`config.mk`:
```
export PLATFORM = sky130hd
export DESIGN_NAME = power_mode_transition_fsm
export DESIGN_NICKNAME = d
export VERILOG_FILES = /design/src/design/power_mode_pkg.sv /design/src/design/power_mode_transition_fsm.sv
export VERILOG_INCLUDE_DIRS = /design/src /design/src/design
export SDC_FILE = /design/constraint.sdc
export NUM_CORES = 1
export LEC_CHECK = 0
export ABC_AREA = 1
export BUFFER_PORTS_ARGS = -buffer_cell sky130_fd_sc_hd__buf_2
export CAP_MARGIN = 40
export CORE_ASPECT_RATIO = 1.1
export CORE_MARGIN = 2
export CORE_UTILIZATION = 48
export CTS_CLUSTER_DIAMETER = 100
export DETAILED_ROUTE_END_ITERATION = 16
export PLACE_DENSITY = 0.85
export SLEW_MARGIN = 10
export SYNTH_ARGS = -nofsm -noshare
export SYNTH_HDL_FRONTEND = slang
export SYNTH_SLANG_ARGS = --single-unit
```
`constraint.sdc`:
```
create_clock -name aclk -period 1.9 [get_ports aclk]
set_clock_uncertainty 0.05 [all_clocks]
set_input_delay 0.095 -clock aclk [delete_from_list [all_inputs] [get_ports aclk]]
set_output_delay 0.095 -clock aclk [all_outputs]
set_load 0.02 [all_outputs]
```
`src/design/power_mode_map.svh`:
```
`ifndef POWER_MODE_MAP_SVH
`define POWER_MODE_MAP_SVH
`define ADDR_CONTROL 4'h0
`define ADDR_PROTECTION 4'h4
`define ADDR_STATUS 4'h8
`define RUN_SEL_NORMAL 2'h0
`define RUN_SEL_VLP 2'h2
`define STOP_SEL_NORMAL 3'h0
`define STOP_SEL_VLP 3'h2
`define CTRL_STOP_LSB 0
`define CTRL_RUN_LSB 5
`define CTRL_WAKE_BIT 7
`define PROT_ALLOW_BIT 5
`define RESP_OKAY 2'h0
`define RESP_SLVERR 2'h2
`endif

```
`src/design/power_mode_pkg.sv`:
```
package power_mode_pkg;
  typedef enum logic [5:0] {
    st_run = 6'h01,
    st_wait = 6'h02,
    st_stop = 6'h04,
    st_very_low_power_run = 6'h08,
    st_very_low_power_wait = 6'h10,
    st_very_low_power_stop = 6'h20
  } mode_e;
endpackage

```
`src/design/power_mode_transition_fsm.sv`:
```
`include "power_mode_map.svh"
// Behaviour
// [RULE1] Sleep entry without deep-sleep in run moves to wait.
// [RULE2] Interrupt or reset returns wait or stop to run.
// [RULE3] Run select 00, stop select 000, deep sleep: run moves to stop.
// [RULE4] Software limits clocks before requesting very-low-power run.
// [RULE5] Allow bit 1 and run select 10 enters very-low-power run, even after reset.
// [RULE6] Run select 00, wake-to-run interrupt, or reset leaves very-low-power run.
// [RULE7] Sleep without deep-sleep in very-low-power run enters very-low-power wait.
// [RULE8] Wait interrupt goes run if wake bit 1, else very-low-power run.
// [RULE9] Very-low-power run, stop select 000/010, deep sleep enters very-low-power stop.
// [RULE10] Stop wake goes very-low-power run, or run if wake bit 1 or entered from run.
// [RULE11] Without wake-to-run bit, behave as if it were 0.
// [RULE12] Any reset returns to boot-configured default run state.
module power_mode_transition_fsm
  import power_mode_pkg::*;
#(
  parameter bit HAS_WAKE_TO_RUN = 1'b1
) (
  input wire logic aclk,
  input wire logic aresetn,
  input wire logic sleep_request,
  input wire logic deep_sleep_flag,
  input wire logic interrupt_pending,
  input wire logic boot_power_config,
  input wire logic [3:0] s_axi_awaddr,
  input wire logic s_axi_awvalid,
  output logic s_axi_awready,
  input wire logic [31:0] s_axi_wdata,
  input wire logic [3:0] s_axi_wstrb,
  input wire logic s_axi_wvalid,
  output logic s_axi_wready,
  output logic [1:0] s_axi_bresp,
  output logic s_axi_bvalid,
  input wire logic s_axi_bready,
  input wire logic [3:0] s_axi_araddr,
  input wire logic s_axi_arvalid,
  output logic s_axi_arready,
  output logic [31:0] s_axi_rdata,
  output logic [1:0] s_axi_rresp,
  output logic s_axi_rvalid,
  input wire logic s_axi_rready,
  output logic [5:0] power_mode
);

  typedef struct packed {
    mode_e mode;
    logic stop_from_run;
    logic booted;
    logic [1:0] run_mode_select;
    logic [2:0] stop_mode_select;
    logic low_power_wake_to_run;
    logic allow_very_low_power;
    logic aw_held;
    logic [3:0] aw_addr;
    logic w_held;
    logic [31:0] w_data;
    logic w_lane0;
    logic awready;
    logic wready;
    logic bvalid;
    logic [1:0] bresp;
    logic arready;
    logic rvalid;
    logic [31:0] rdata;
    logic [1:0] rresp;
  } state_s;

  state_s cur;
  state_s next_cur;
  logic wake_bit;

  ////////////////////////////////////////////////////////////////////////
  always_comb begin
    next_cur = cur;
    // [RULE11] Absent wake bit
    wake_bit = HAS_WAKE_TO_RUN & cur.low_power_wake_to_run;

    // One-shot boot load of low-power config after reset release
    if (!cur.booted) begin
      next_cur.booted = 1'b1;
      next_cur.allow_very_low_power = boot_power_config;
      next_cur.run_mode_select = boot_power_config ? `RUN_SEL_VLP : `RUN_SEL_NORMAL;
    end

    case (cur.mode)
      st_run: begin
        // [RULE5] Enter very-low-power run
        if (cur.allow_very_low_power && cur.run_mode_select == `RUN_SEL_VLP) begin
          next_cur.mode = st_very_low_power_run;
        end else if (sleep_request && !deep_sleep_flag) begin
          // [RULE1] Run to wait
          next_cur.mode = st_wait;
        end else if (sleep_request && deep_sleep_flag) begin
          // [RULE3] Run to stop
          if (cur.run_mode_select == `RUN_SEL_NORMAL &&
              cur.stop_mode_select == `STOP_SEL_NORMAL) begin
            next_cur.mode = st_stop;
          end else if (cur.allow_very_low_power &&
                       cur.stop_mode_select == `STOP_SEL_VLP) begin
            next_cur.mode = st_very_low_power_stop;
            next_cur.stop_from_run = 1'b1;
          end
        end
      end
      st_wait, st_stop: begin
        // [RULE2] Wake to run
        if (interrupt_pending) begin
          next_cur.mode = st_run;
        end
      end
      st_very_low_power_run: begin
        // [RULE6] Leave very-low-power run
        if (cur.run_mode_select == `RUN_SEL_NORMAL || (interrupt_pending && wake_bit)) begin
          next_cur.mode = st_run;
          next_cur.run_mode_select = `RUN_SEL_NORMAL;
        end else if (sleep_request && !deep_sleep_flag) begin
          // [RULE7] Enter very-low-power wait
          next_cur.mode = st_very_low_power_wait;
        end else if (sleep_request && deep_sleep_flag &&
                     (cur.stop_mode_select == `STOP_SEL_NORMAL ||
                      cur.stop_mode_select == `STOP_SEL_VLP)) begin
          // [RULE9] Enter very-low-power stop
          next_cur.mode = st_very_low_power_stop;
          next_cur.stop_from_run = 1'b0;
        end
      end
      st_very_low_power_wait: begin
        // [RULE8] Wait wake target
        if (interrupt_pending) begin
          next_cur.mode = wake_bit ? st_run : st_very_low_power_run;
          if (wake_bit) begin
            next_cur.run_mode_select = `RUN_SEL_NORMAL;
          end
        end
      end
      st_very_low_power_stop: begin
        // [RULE10] Stop wake target
        if (interrupt_pending) begin
          if (wake_bit || cur.stop_from_run) begin
            next_cur.mode = st_run;
            next_cur.run_mode_select = `RUN_SEL_NORMAL;
          end else begin
            next_cur.mode = st_very_low_power_run;
          end
        end
      end
      default: begin
        next_cur.mode = st_run;
      end
    endcase

    //////////////////////////////////////////////////////////////////////
    // AXI4-Lite write: address and data taken in either order
    if (s_axi_awvalid && cur.awready) begin
      next_cur.aw_held = 1'b1;
      next_cur.aw_addr = s_axi_awaddr;
      next_cur.awready = 1'b0;
    end
    if (s_axi_wvalid && cur.wready) begin
      next_cur.w_held = 1'b1;
      next_cur.w_data = s_axi_wdata;
      next_cur.w_lane0 = s_axi_wstrb[0];
      next_cur.wready = 1'b0;
    end
    if (cur.aw_held && cur.w_held && !cur.bvalid) begin
      next_cur.bvalid = 1'b1;
      next_cur.bresp = `RESP_OKAY;
      next_cur.aw_held = 1'b0;
      next_cur.w_held = 1'b0;
      case (cur.aw_addr)
        `ADDR_CONTROL: begin
          // A write only changes run select while running, so a stale write cannot jump states
          if (cur.w_lane0) begin
            next_cur.stop_mode_select = cur.w_data[`CTRL_STOP_LSB +: 3];
            next_cur.low_power_wake_to_run = cur.w_data[`CTRL_WAKE_BIT];
            if (cur.mode == st_run || cur.mode == st_very_low_power_run) begin
              next_cur.run_mode_select = cur.w_data[`CTRL_RUN_LSB +: 2];
            end
          end
        end
        `ADDR_PROTECTION: begin
          if (cur.w_lane0) begin
            next_cur.allow_very_low_power = cur.w_data[`PROT_ALLOW_BIT];
          end
        end
        `ADDR_STATUS: begin
        end
        default: begin
          next_cur.bresp = `RESP_SLVERR;
        end
      endcase
    end
    if (cur.bvalid && s_axi_bready) begin
      next_cur.bvalid = 1'b0;
      next_cur.awready = 1'b1;
      next_cur.wready = 1'b1;
    end

    // AXI4-Lite read
    if (s_axi_arvalid && cur.arready) begin
      next_cur.arready = 1'b0;
      next_cur.rvalid = 1'b1;
      next_cur.rresp = `RESP_OKAY;
      next_cur.rdata = 32'h0000_0000;
      case (s_axi_araddr)
        `ADDR_CONTROL: begin
          next_cur.rdata[`CTRL_STOP_LSB +: 3] = cur.stop_mode_select;
          next_cur.rdata[`CTRL_RUN_LSB +: 2] = cur.run_mode_select;
          next_cur.rdata[`CTRL_WAKE_BIT] = cur.low_power_wake_to_run;
        end
        `ADDR_PROTECTION: begin
          next_cur.rdata[`PROT_ALLOW_BIT] = cur.allow_very_low_power;
        end
        `ADDR_STATUS: begin
          next_cur.rdata[5:0] = cur.mode;
        end
        default: begin
          next_cur.rresp = `RESP_SLVERR;
        end
      endcase
    end
    if (cur.rvalid && s_axi_rready) begin
      next_cur.rvalid = 1'b0;
      next_cur.arready = 1'b1;
    end
  end

  ////////////////////////////////////////////////////////////////////////
  always_ff @(posedge aclk) begin
    if (!aresetn) begin
      // [RULE12] Reset to run, boot config applied next
      cur <= '0;
      cur.mode <= st_run;
      cur.awready <= 1'b1;
      cur.wready <= 1'b1;
      cur.arready <= 1'b1;
    end else begin
      cur <= next_cur;
    end
  end

  assign s_axi_awready = cur.awready;
  assign s_axi_wready = cur.wready;
  assign s_axi_bvalid = cur.bvalid;
  assign s_axi_bresp = cur.bresp;
  assign s_axi_arready = cur.arready;
  assign s_axi_rvalid = cur.rvalid;
  assign s_axi_rdata = cur.rdata;
  assign s_axi_rresp = cur.rresp;
  assign power_mode = cur.mode;

endmodule

```
==> flow_summary.ini, run 1 <==
[setup_path]
worstReg2RegEnd = power_mode[3]
endpoint_kind = flop
critPathLaunchType = flop
worstRegToRegCells = 9
cp_max_fo = 5
r2r_slack_ps = 330
worstPathArrival_ps = 1720
r2r-start = power_mode[4]
critical_path_class = flop to flop
crit_required_ps = 2060

[finish]
syn_to_final_growth_pct = 9.49
largest_reg_flops = 21
insertedDiodeCount = 0
fillCellCount = 476
final_cell_mix = nor2_1 (58), nand2_1 (56), buf_2 (46)
largest_register = cur
layout_commonest_cell = nor2_1
fin_nets = 459
drive_gt1_share_pct = 20.2

[synthesis]
netlist_area_um2 = 2480
synth_area_per_cell_um2 = 6.81
synthCells = 364
post_synth_num_cell_types = 27
ys_seq_elements = 43
ys_seq_area_share_pct = 34.7
yosys_warnings = 0

[min_path]
min_from = s_axi_awaddr[1]
hold_class = primary input to flop
whs_path_depth = 3
holdPathEnd = cur[76]

[job]
cap_violations = 0

[clock_network]
h-tree-depth = 2
cts_sinks = 43
clock_latency_ps = 310
postCtsHoldBufs = 7
cts_setup_buffers = 0
cts_tree = built
cts_root_buf = clkbuf_8
clk_path_buf_depth = 2
path_clk_slew_ps = 90
postCtsResizedCells = 0
cts_buffers = 5

[floorplanning]
fp.coreArea_um2 = 5000
dieArea_um2 = 5760
die_w_um = 72.5
rows = 27
io_pins = 102
fp.dieH_um = 79.4
start_util_pct = 49.6

[global_routing]
antenna_found_initial = 0
grt_usage_pct = 19.3
gr-total-overflow = 0
grt_pass1_vias = 2125
grt_max_degree = 30
grt_pass1_wl_um = 8840

[sta]
whs_ps = -3.46
setup_viol = 0
min_period_ps = 1570
fmax_ghz = 0.639
hold_violations = 1
slew_violations = 0
layout_setup_ws_ps = 334
rsz0062_at_grt = no
fin_crit_sh_pct = 82.4
final.setup.tns_ps = 0

[place]
hpwl_um = 3970
port_buffers = 46
dp_slack_ps = 385
gp_congestion = 0.899

[pwr]
leakage_uw = 0.00134
p_per_area_nw_per_um2 = 1020
irDropWorstVdd_v = 0.000502

[route]
first_iter_violations = 101
ant_nets = 0
num_vias = 2281
viasPerCell = 4.93
detail_route.wl_per_cell_um = 11.2
first_pass_iters = 10
wl_um = 5170
drc_errors = 1

[run_status]
violations = design-rule violations, negative hold slack
outcome = finished with violations
==> worst max-delay path by stage <==
stage | slack, ps | depth (start not counted) | startpoint | to
2_1_floorplan | 560 | 5 | s_axi_arready | s_axi_rdata[5]
3_3_place_gp | 420 | 9 | power_mode[3] | cur[88]
3_5_place_dp | 380 | 7 | power_mode[4] | cur[85]
4_1_cts | 360 | 7 | power_mode[4] | cur[85]
5_1_grt | 220 | 7 | power_mode[4] | power_mode[0]
6_report | 330 | 9 | power_mode[4] | power_mode[3]
==> worst max-delay path, stage by stage, from the launching register on <==
cell     delay (ps)
dfxtp_1         460
inv_1            90
nor2_1          190
nand4_1         170
nand2_1         200
nor2_4           60
nand2_2         100
nand2_1          60
nand2_1          70
nor2_2           30
==> power by group <==
group	total, uW	internal (uW)	leakage [uW]	switching [uW]
combinational	1060	355	0.000949	708
clock	601	263	0.0000408	339
sequential	1110	1000	0.000354	111
==> cell families (layout without fill, tap and decap cells) <==
kind of cell    after synthesis  count (layout)  share of synthesized area, %
other cells                   1              26                         0.151
flops                        43              43                          34.7
simple gates                170             170                          32.2
buf+inv                      87             103                          19.6
compound gates               63              63                          13.4
==> cell type report <==
| type | count | area, um2 | share of cell area, % |
|---|---|---|---|
| Inverter | 41 | 154 | 5.67 |
| Clock buffer | 5 | 68.8 | 2.53 |
| Sequential cell | 43 | 861 | 31.7 |
| Tap cell | 58 | 72.6 | 2.67 |
| Clock inverter | 3 | 23.8 | 0.876 |
| Timing Repair Buffer | 54 | 308 | 11.3 |
| Multi-Input combinational cell | 259 | 1230 | 45.2 |
==> stage by stage <==
| step | instances | total power [uW] | utilization (%) | hold slack, ps | cell area [um2] |
|---|---|---|---|---|---|
| 2_1_floorplan | 389 | 2050 | - | 72.7 | 2570 |
| 3_3_place_gp | 448 | 2150 | 51.1 | 271 | 2550 |
| 3_5_place_dp | 448 | 2170 | 51.1 | 287 | 2550 |
| 4_1_cts | 463 | 2780 | 54.3 | 0.808 | 2720 |
| 5_1_grt | 463 | 2990 | 54.3 | 20.9 | 2720 |
| 6_report | 463 | 2770 | 54.3 | -3.46 | 2720 |
==> layer usage <==
layer | track usage (%) | vias to the layer above | routed length (um)
met5 | 0 | - | 0
met3 | 5.30 | 12 | 339
met4 | 9.07 | 0 | 133
li1 | - | 1183 | -
met2 | 33.1 | 86 | 2560
met1 | 21.9 | 1000 | 2140
==> cells in the mapped netlist <==
cell,number,share of area [%]
a21boi_0,1,0.30
a21oi_1,19,3.8
a31oi_1,2,0.50
buf_2,1,0.20
buf_4,42,13
clkbuf_1,3,0.45
clkinv_1,1,0.15
conb_1,1,0.15
dfxtp_1,43,35
inv_1,37,5.6
inv_2,3,0.45
nand2_1,56,8.5
nand2_2,5,1.3
nand2_4,1,0.45
nand3_1,19,3.8
nand3_2,3,1.2
nand3b_1,1,0.30
nand4_1,9,2.3
nor2_1,58,8.8
nor2_2,9,2.3
nor2_4,6,2.7
nor3_1,3,0.61
o211ai_1,1,0.30
o21a_1,2,0.61
o21ai_0,30,6.1
o21ai_1,5,1.0
o22ai_1,3,0.76
No activity file was read; power rests on OpenSTA's default activity.
==> inputs of run 2 (changes only) <==
==> constraint.sdc (replaced) <==
create_clock -name aclk -period 1.5 [get_ports aclk]
set_clock_uncertainty 0.05 [all_clocks]
set_input_delay 0.075 -clock aclk [delete_from_list [all_inputs] [get_ports aclk]]
set_output_delay 0.075 -clock aclk [all_outputs]
set_load 0.02 [all_outputs]
==> run 2 against run 1 <==
- the flow finishes with violations (negative hold slack)
- sequential power increased by 31%
- sequential cell count unchanged
- fmax increased by 7.4%
- combinational power increased by 41%
- clock power increased by 25%
- non-clock buffer count increased by 9
- total power increased by 33%
- via count increased by 3.4%
- clock-buffer cell count unchanged
- worst hold slack improved by 0.83 ps
==> flow_summary.ini, run 2 (same netlist as run 1, synthesis figures left out) <==
[run_status]
outcome = finished with violations
violations = negative hold slack

[sta]
fmax_ghz = 0.686
setup_viol = 0
min_period_ps = 1460
fin_crit_sh_pct = 97.2
rsz0062_at_grt = yes
hold_violations = 2
whs_ps = -2.63
slew_violations = 0

[floorplanning]
fp.coreArea_um2 = 5000
die_w_um = 72.5
fp.dieH_um = 79.4
start_util_pct = 49.6
rows = 27
dieArea_um2 = 5760
io_pins = 102

[clock_network]
cts_root_buf = clkbuf_8
cts_buffers = 5
cts_tree = built
h-tree-depth = 2
path_clk_slew_ps = 80
clk_path_buf_depth = 2
cts_sinks = 43
clock_latency_ps = 310

[finish]
largest_reg_flops = 21
final_cell_mix = nand2_1 (55), nor2_1 (53), buf_2 (46)
layout_commonest_cell = nand2_1
insertedDiodeCount = 0
syn_to_final_growth_pct = 16.1
fin_nets = 468
largest_register = cur
final_area_um2 = 2880
post-route-util_pct = 57.6
drive_gt1_share_pct = 25.4

[global_routing]
gr-total-overflow = 0
grt_pass1_vias = 2119
antenna_found_initial = 0
grt_max_degree = 30
grt_usage_pct = 18.7
grt_pass1_wl_um = 8690

[route]
drc_errors = 0
first_pass_iters = 4
first_iter_violations = 119
ant_nets = 0
wl_um = 5500
num_vias = 2359
detail_route.wl_per_cell_um = 11.7
viasPerCell = 5.00

[pwr]
leakage_uw = 0.00142
seqPwrFrac_pct = 39.4
irDropWorstVdd_v = 0.000634
comb_power_share_pct = 40.2
switching_share_pct = 41.7
switchingPower_uw = 1540
p_per_area_nw_per_um2 = 1280
clockPowerShare_pct = 20.4
p_int_uw = 2150

[place]
hpwl_um = 4020
port_buffers = 46
place_area_um2 = 2590
gp_congestion = 0.918

[setup_path]
r2r_slack_ps = 40
crit_required_ps = 1650
startpoint = power_mode[4]
r2r-start = power_mode[4]
cp_max_fo = 5
critPathLaunchType = flop
worstPathArrival_ps = 1610
critical_path_class = flop to flop
endpoint_kind = flop

[min_path]
hold_class = primary input to flop
min_from = s_axi_wdata[7]

[job]
cap_violations = 0
==> run 2: cell count changes in the layout (fill, tap and decap cells not counted), moves of 2 or more <==
cell	delta
nor2_1	-5
dfxtp_4	+4
clkinv_4	+2
dlygate4sd3_1	+2
nand3_1	-2
nor2_4	+4
dfxtp_1	-8
buf_4	+6
dfxtp_2	+4
==> run 2: critical path, stage by stage, from the launching register on <==
cell	delay, ps
dfxtp_2	400
inv_1	80
nor2_2	160
nand4_1	150
nand2_1	180
nor2_4	60
nand2_2	100
nand2_1	60
nand2_1	80
nor2_2	40
==> run 2: repair_timing <==
action,4_1_cts,5_1_grt
pin swaps,1,3
hold buffers,9,0
setup buffers,0,2
setup endpoints to repair,4,12
resized for setup,4,23
endpoints found under the hold margin,9,0
==> run 2: stage by stage <==
stage / hold WS, ps / setup TNS (ps) / worst slack [ps] / std cells / total power, uW
floorplan: 52.7 / 0 / 160 / 389 / 2590
global placement: 248 / 0 / 18.8 / 453 / 2730
detailed placement: 263 / -5.16 / -5.16 / 453 / 2760
CTS: 1.79 / 0 / 1.61 / 470 / 3550
global route: 15.4 / -132 / -44.7 / 472 / 3940
finish: -2.63 / 0 / 42.2 / 472 / 3690
==> run 2: power by group through the flow <==
| stage | clock [uW] | combinational, uW | sequential (uW) |
|---|---|---|---|
| after global routing | 807 | 1660 | 1480 |
| after floorplan | 0 | 1180 | 1410 |
| final | 753 | 1490 | 1450 |
| after detailed placement | 0 | 1330 | 1430 |
| after global placement | 0 | 1300 | 1430 |
| after CTS | 764 | 1370 | 1420 |
==> run 2: final timing paths <==
kind / to / cells past startpoint
hold reg to reg: s_axi_rdata[5] / 2
setup / recovery: power_mode[3] / 9
hold / removal: cur[49] / 3
setup reg to reg: power_mode[3] / 9
==> run 2: routing by layer <==
layer  vias up  global-route usage, %  share of wire, %
li1       1198                      -                 -
met1      1052                   20.6                40
met2        94                   34.3                51
met3        15                   3.79               6.1
met4         0                   8.15               3.1
met5         -                      0                 0
==> run 2: layout make-up <==
class                   instances  area, um2
clock inverters                 3       25.0
multi-input cells             259       1280
fillers                       477       2120
well taps                      58       72.6
repair buffers                 63        393
inverters                      41        154
clock buffers                   5       68.8
flip-flops and latches         43        881
==> inputs of run 3 (changes only) <==
--- a/config.mk
+++ b/config.mk
@@ -15,6 +15,7 @@
 export CTS_CLUSTER_DIAMETER = 100
 export DETAILED_ROUTE_END_ITERATION = 16
 export PLACE_DENSITY = 0.85
+export RECOVER_POWER = 100
 export SLEW_MARGIN = 10
 export SYNTH_ARGS = -nofsm -noshare
 export SYNTH_HDL_FRONTEND = slang
==> run 3 against run 2 <==
- critical path type unchanged
- combinational power about the same
- largest cell class unchanged
- critical path depth unchanged
- the flow now finishes without violations
- largest power group unchanged
- global-route usage unchanged
==> flow_summary.ini, run 3 (same netlist as run 1, synthesis figures left out) <==
[sta]
hold_violations = 0
fmax_ghz = 0.687
setup_viol = 0
rsz0062_at_grt = yes
fin_crit_sh_pct = 97.1
min_period_ps = 1460
slew_violations = 0

[floorplanning]
start_util_pct = 49.6
io_pins = 102
die_w_um = 72.5
fp.dieH_um = 79.4
dieArea_um2 = 5760
fp.coreArea_um2 = 5000
rows = 27

[finish]
drive_gt1_share_pct = 21.3
fin_nets = 468
insertedDiodeCount = 0
fillCellCount = 484
register_area_um2 = 881
final_cell_mix = nand2_1 (55), nor2_1 (53), inv_1 (37)
multiInputGateArea_um2 = 1280
largest_reg_flops = 21
layout_commonest_cell = nand2_1
largest_register = cur
post-route-util_pct = 57.2
final_cells = 472
final_area_um2 = 2860
syn_to_final_growth_pct = 15.2

[global_routing]
antenna_found_initial = 0
grt_usage_pct = 18.7
grt_pass1_wl_um = 8690
grt_max_degree = 30
grt_pass1_vias = 2119
gr-total-overflow = 0

[pwr]
p_per_area_nw_per_um2 = 1290
finalPower_uw = 3670
irDropWorstVdd_v = 0.000629
leakage_uw = 0.00136

[route]
viasPerCell = 4.99
first_pass_iters = 4
detail_route.wl_per_cell_um = 11.6
num_vias = 2354
drc_errors = 0
wl_um = 5490
first_iter_violations = 113
ant_nets = 0

[place]
place_area_um2 = 2590
port_buffers = 46
hpwl_um = 4020
gp_congestion = 0.918
dp_cells = 453

[clock_network]
cts_tree = built
cts_buffers = 5
cts_sinks = 43
clk_path_buf_depth = 2
h-tree-depth = 2
cts_root_buf = clkbuf_8
path_clk_slew_ps = 80
clock_latency_ps = 300

[min_path]
hold_class = primary input to flop
whs_path_depth = 3
min_from = s_axi_wdata[7]
holdPathEnd = cur[49]

[setup_path]
max_stage_delay_ps = 400
cp_max_fo = 5
crit_slowest_cell = dfxtp_2
worstReg2RegEnd = power_mode[3]
cpMostUsedCell = nand2_1
startpoint = power_mode[4]
worstRegToRegCells = 9
endpoint_kind = flop
path_buf_inv = 1
crit_required_ps = 1650
worstPathArrival_ps = 1600
path_cells = inv_1 > nor2_2 > nand4_1 > nand2_1 > nor2_4 > nand2_2 > nand2_1 > nand2_1 > nor2_2
r2r_slack_ps = 40
critPathLaunchType = flop
cp_top_family = simple AND/OR/NAND/NOR gates
r2r-start = power_mode[4]
critical_path_class = flop to flop

[run_status]
outcome = completed

[job]
cap_violations = 0
## run 3: changes by cell type in the layout (fill, tap and decap cells not counted), sizes merged
cell	delta
buf	-17
clkbuf	+17
## run 3: cell type report
cell class                 count  area share, %
clock buffer                   5           2.41
sequential                    43           30.8
inverter                      41           5.39
timing repair buffer          63           13.0
multi-input combinational    259           45.0
clock inverter                 3          0.876
tap                           58           2.54
## run 3: worst reg2reg max path, stage by stage (launching register included)
cell     delay [ps]
dfxtp_2         400
inv_1            80
nor2_2          160
nand4_1         150
nand2_1         180
nor2_4           60
nand2_2         110
nand2_1          60
nand2_1          80
nor2_2           40
## run 3: timing repair
action | CTS | global route
resized for setup | 4 | 23
hold buffers | 9 | 0
setup buffers | 0 | 2
pin swaps | 1 | 3
endpoints found under the setup margin | 4 | 12
endpoints found under the hold margin | 9 | 0
## run 3: per-layer routing
layer  part of all wire, %  vias up  global-route usage (%)
met3                   6.9       18                    3.79
li1                      -     1196                       -
met5                     0        -                       0
met2                    51       97                    34.3
met1                    39     1043                    20.6
met4                   3.2        0                    8.15
## run 3: worst max path at each step
stage,depth (start not counted),to
3_5_place_dp,9,power_mode[3]
3_3_place_gp,9,cur[88]
4_1_cts,8,power_mode[3]
6_report,9,power_mode[3]
5_1_grt,8,cur[85]
2_1_floorplan,5,s_axi_rdata[5]
## run 3: where the power goes
group,internal (uW),total [uW],switching [uW],leakage [uW]
clock,333,749,416,0.0000443
combinational,512,1470,958,0.000954
sequential,1290,1460,163,0.000358
## run 3: through the flow
stage          TNS, ps  setup WS (ps)  hold WS (ps)
3_3_place_gp         0           18.8           248
2_1_floorplan        0            160          52.7
5_1_grt           -132          -44.7          15.4
6_report             0           43.8         0.949
4_1_cts              0           1.61          1.79
3_5_place_dp     -5.16          -5.16           263
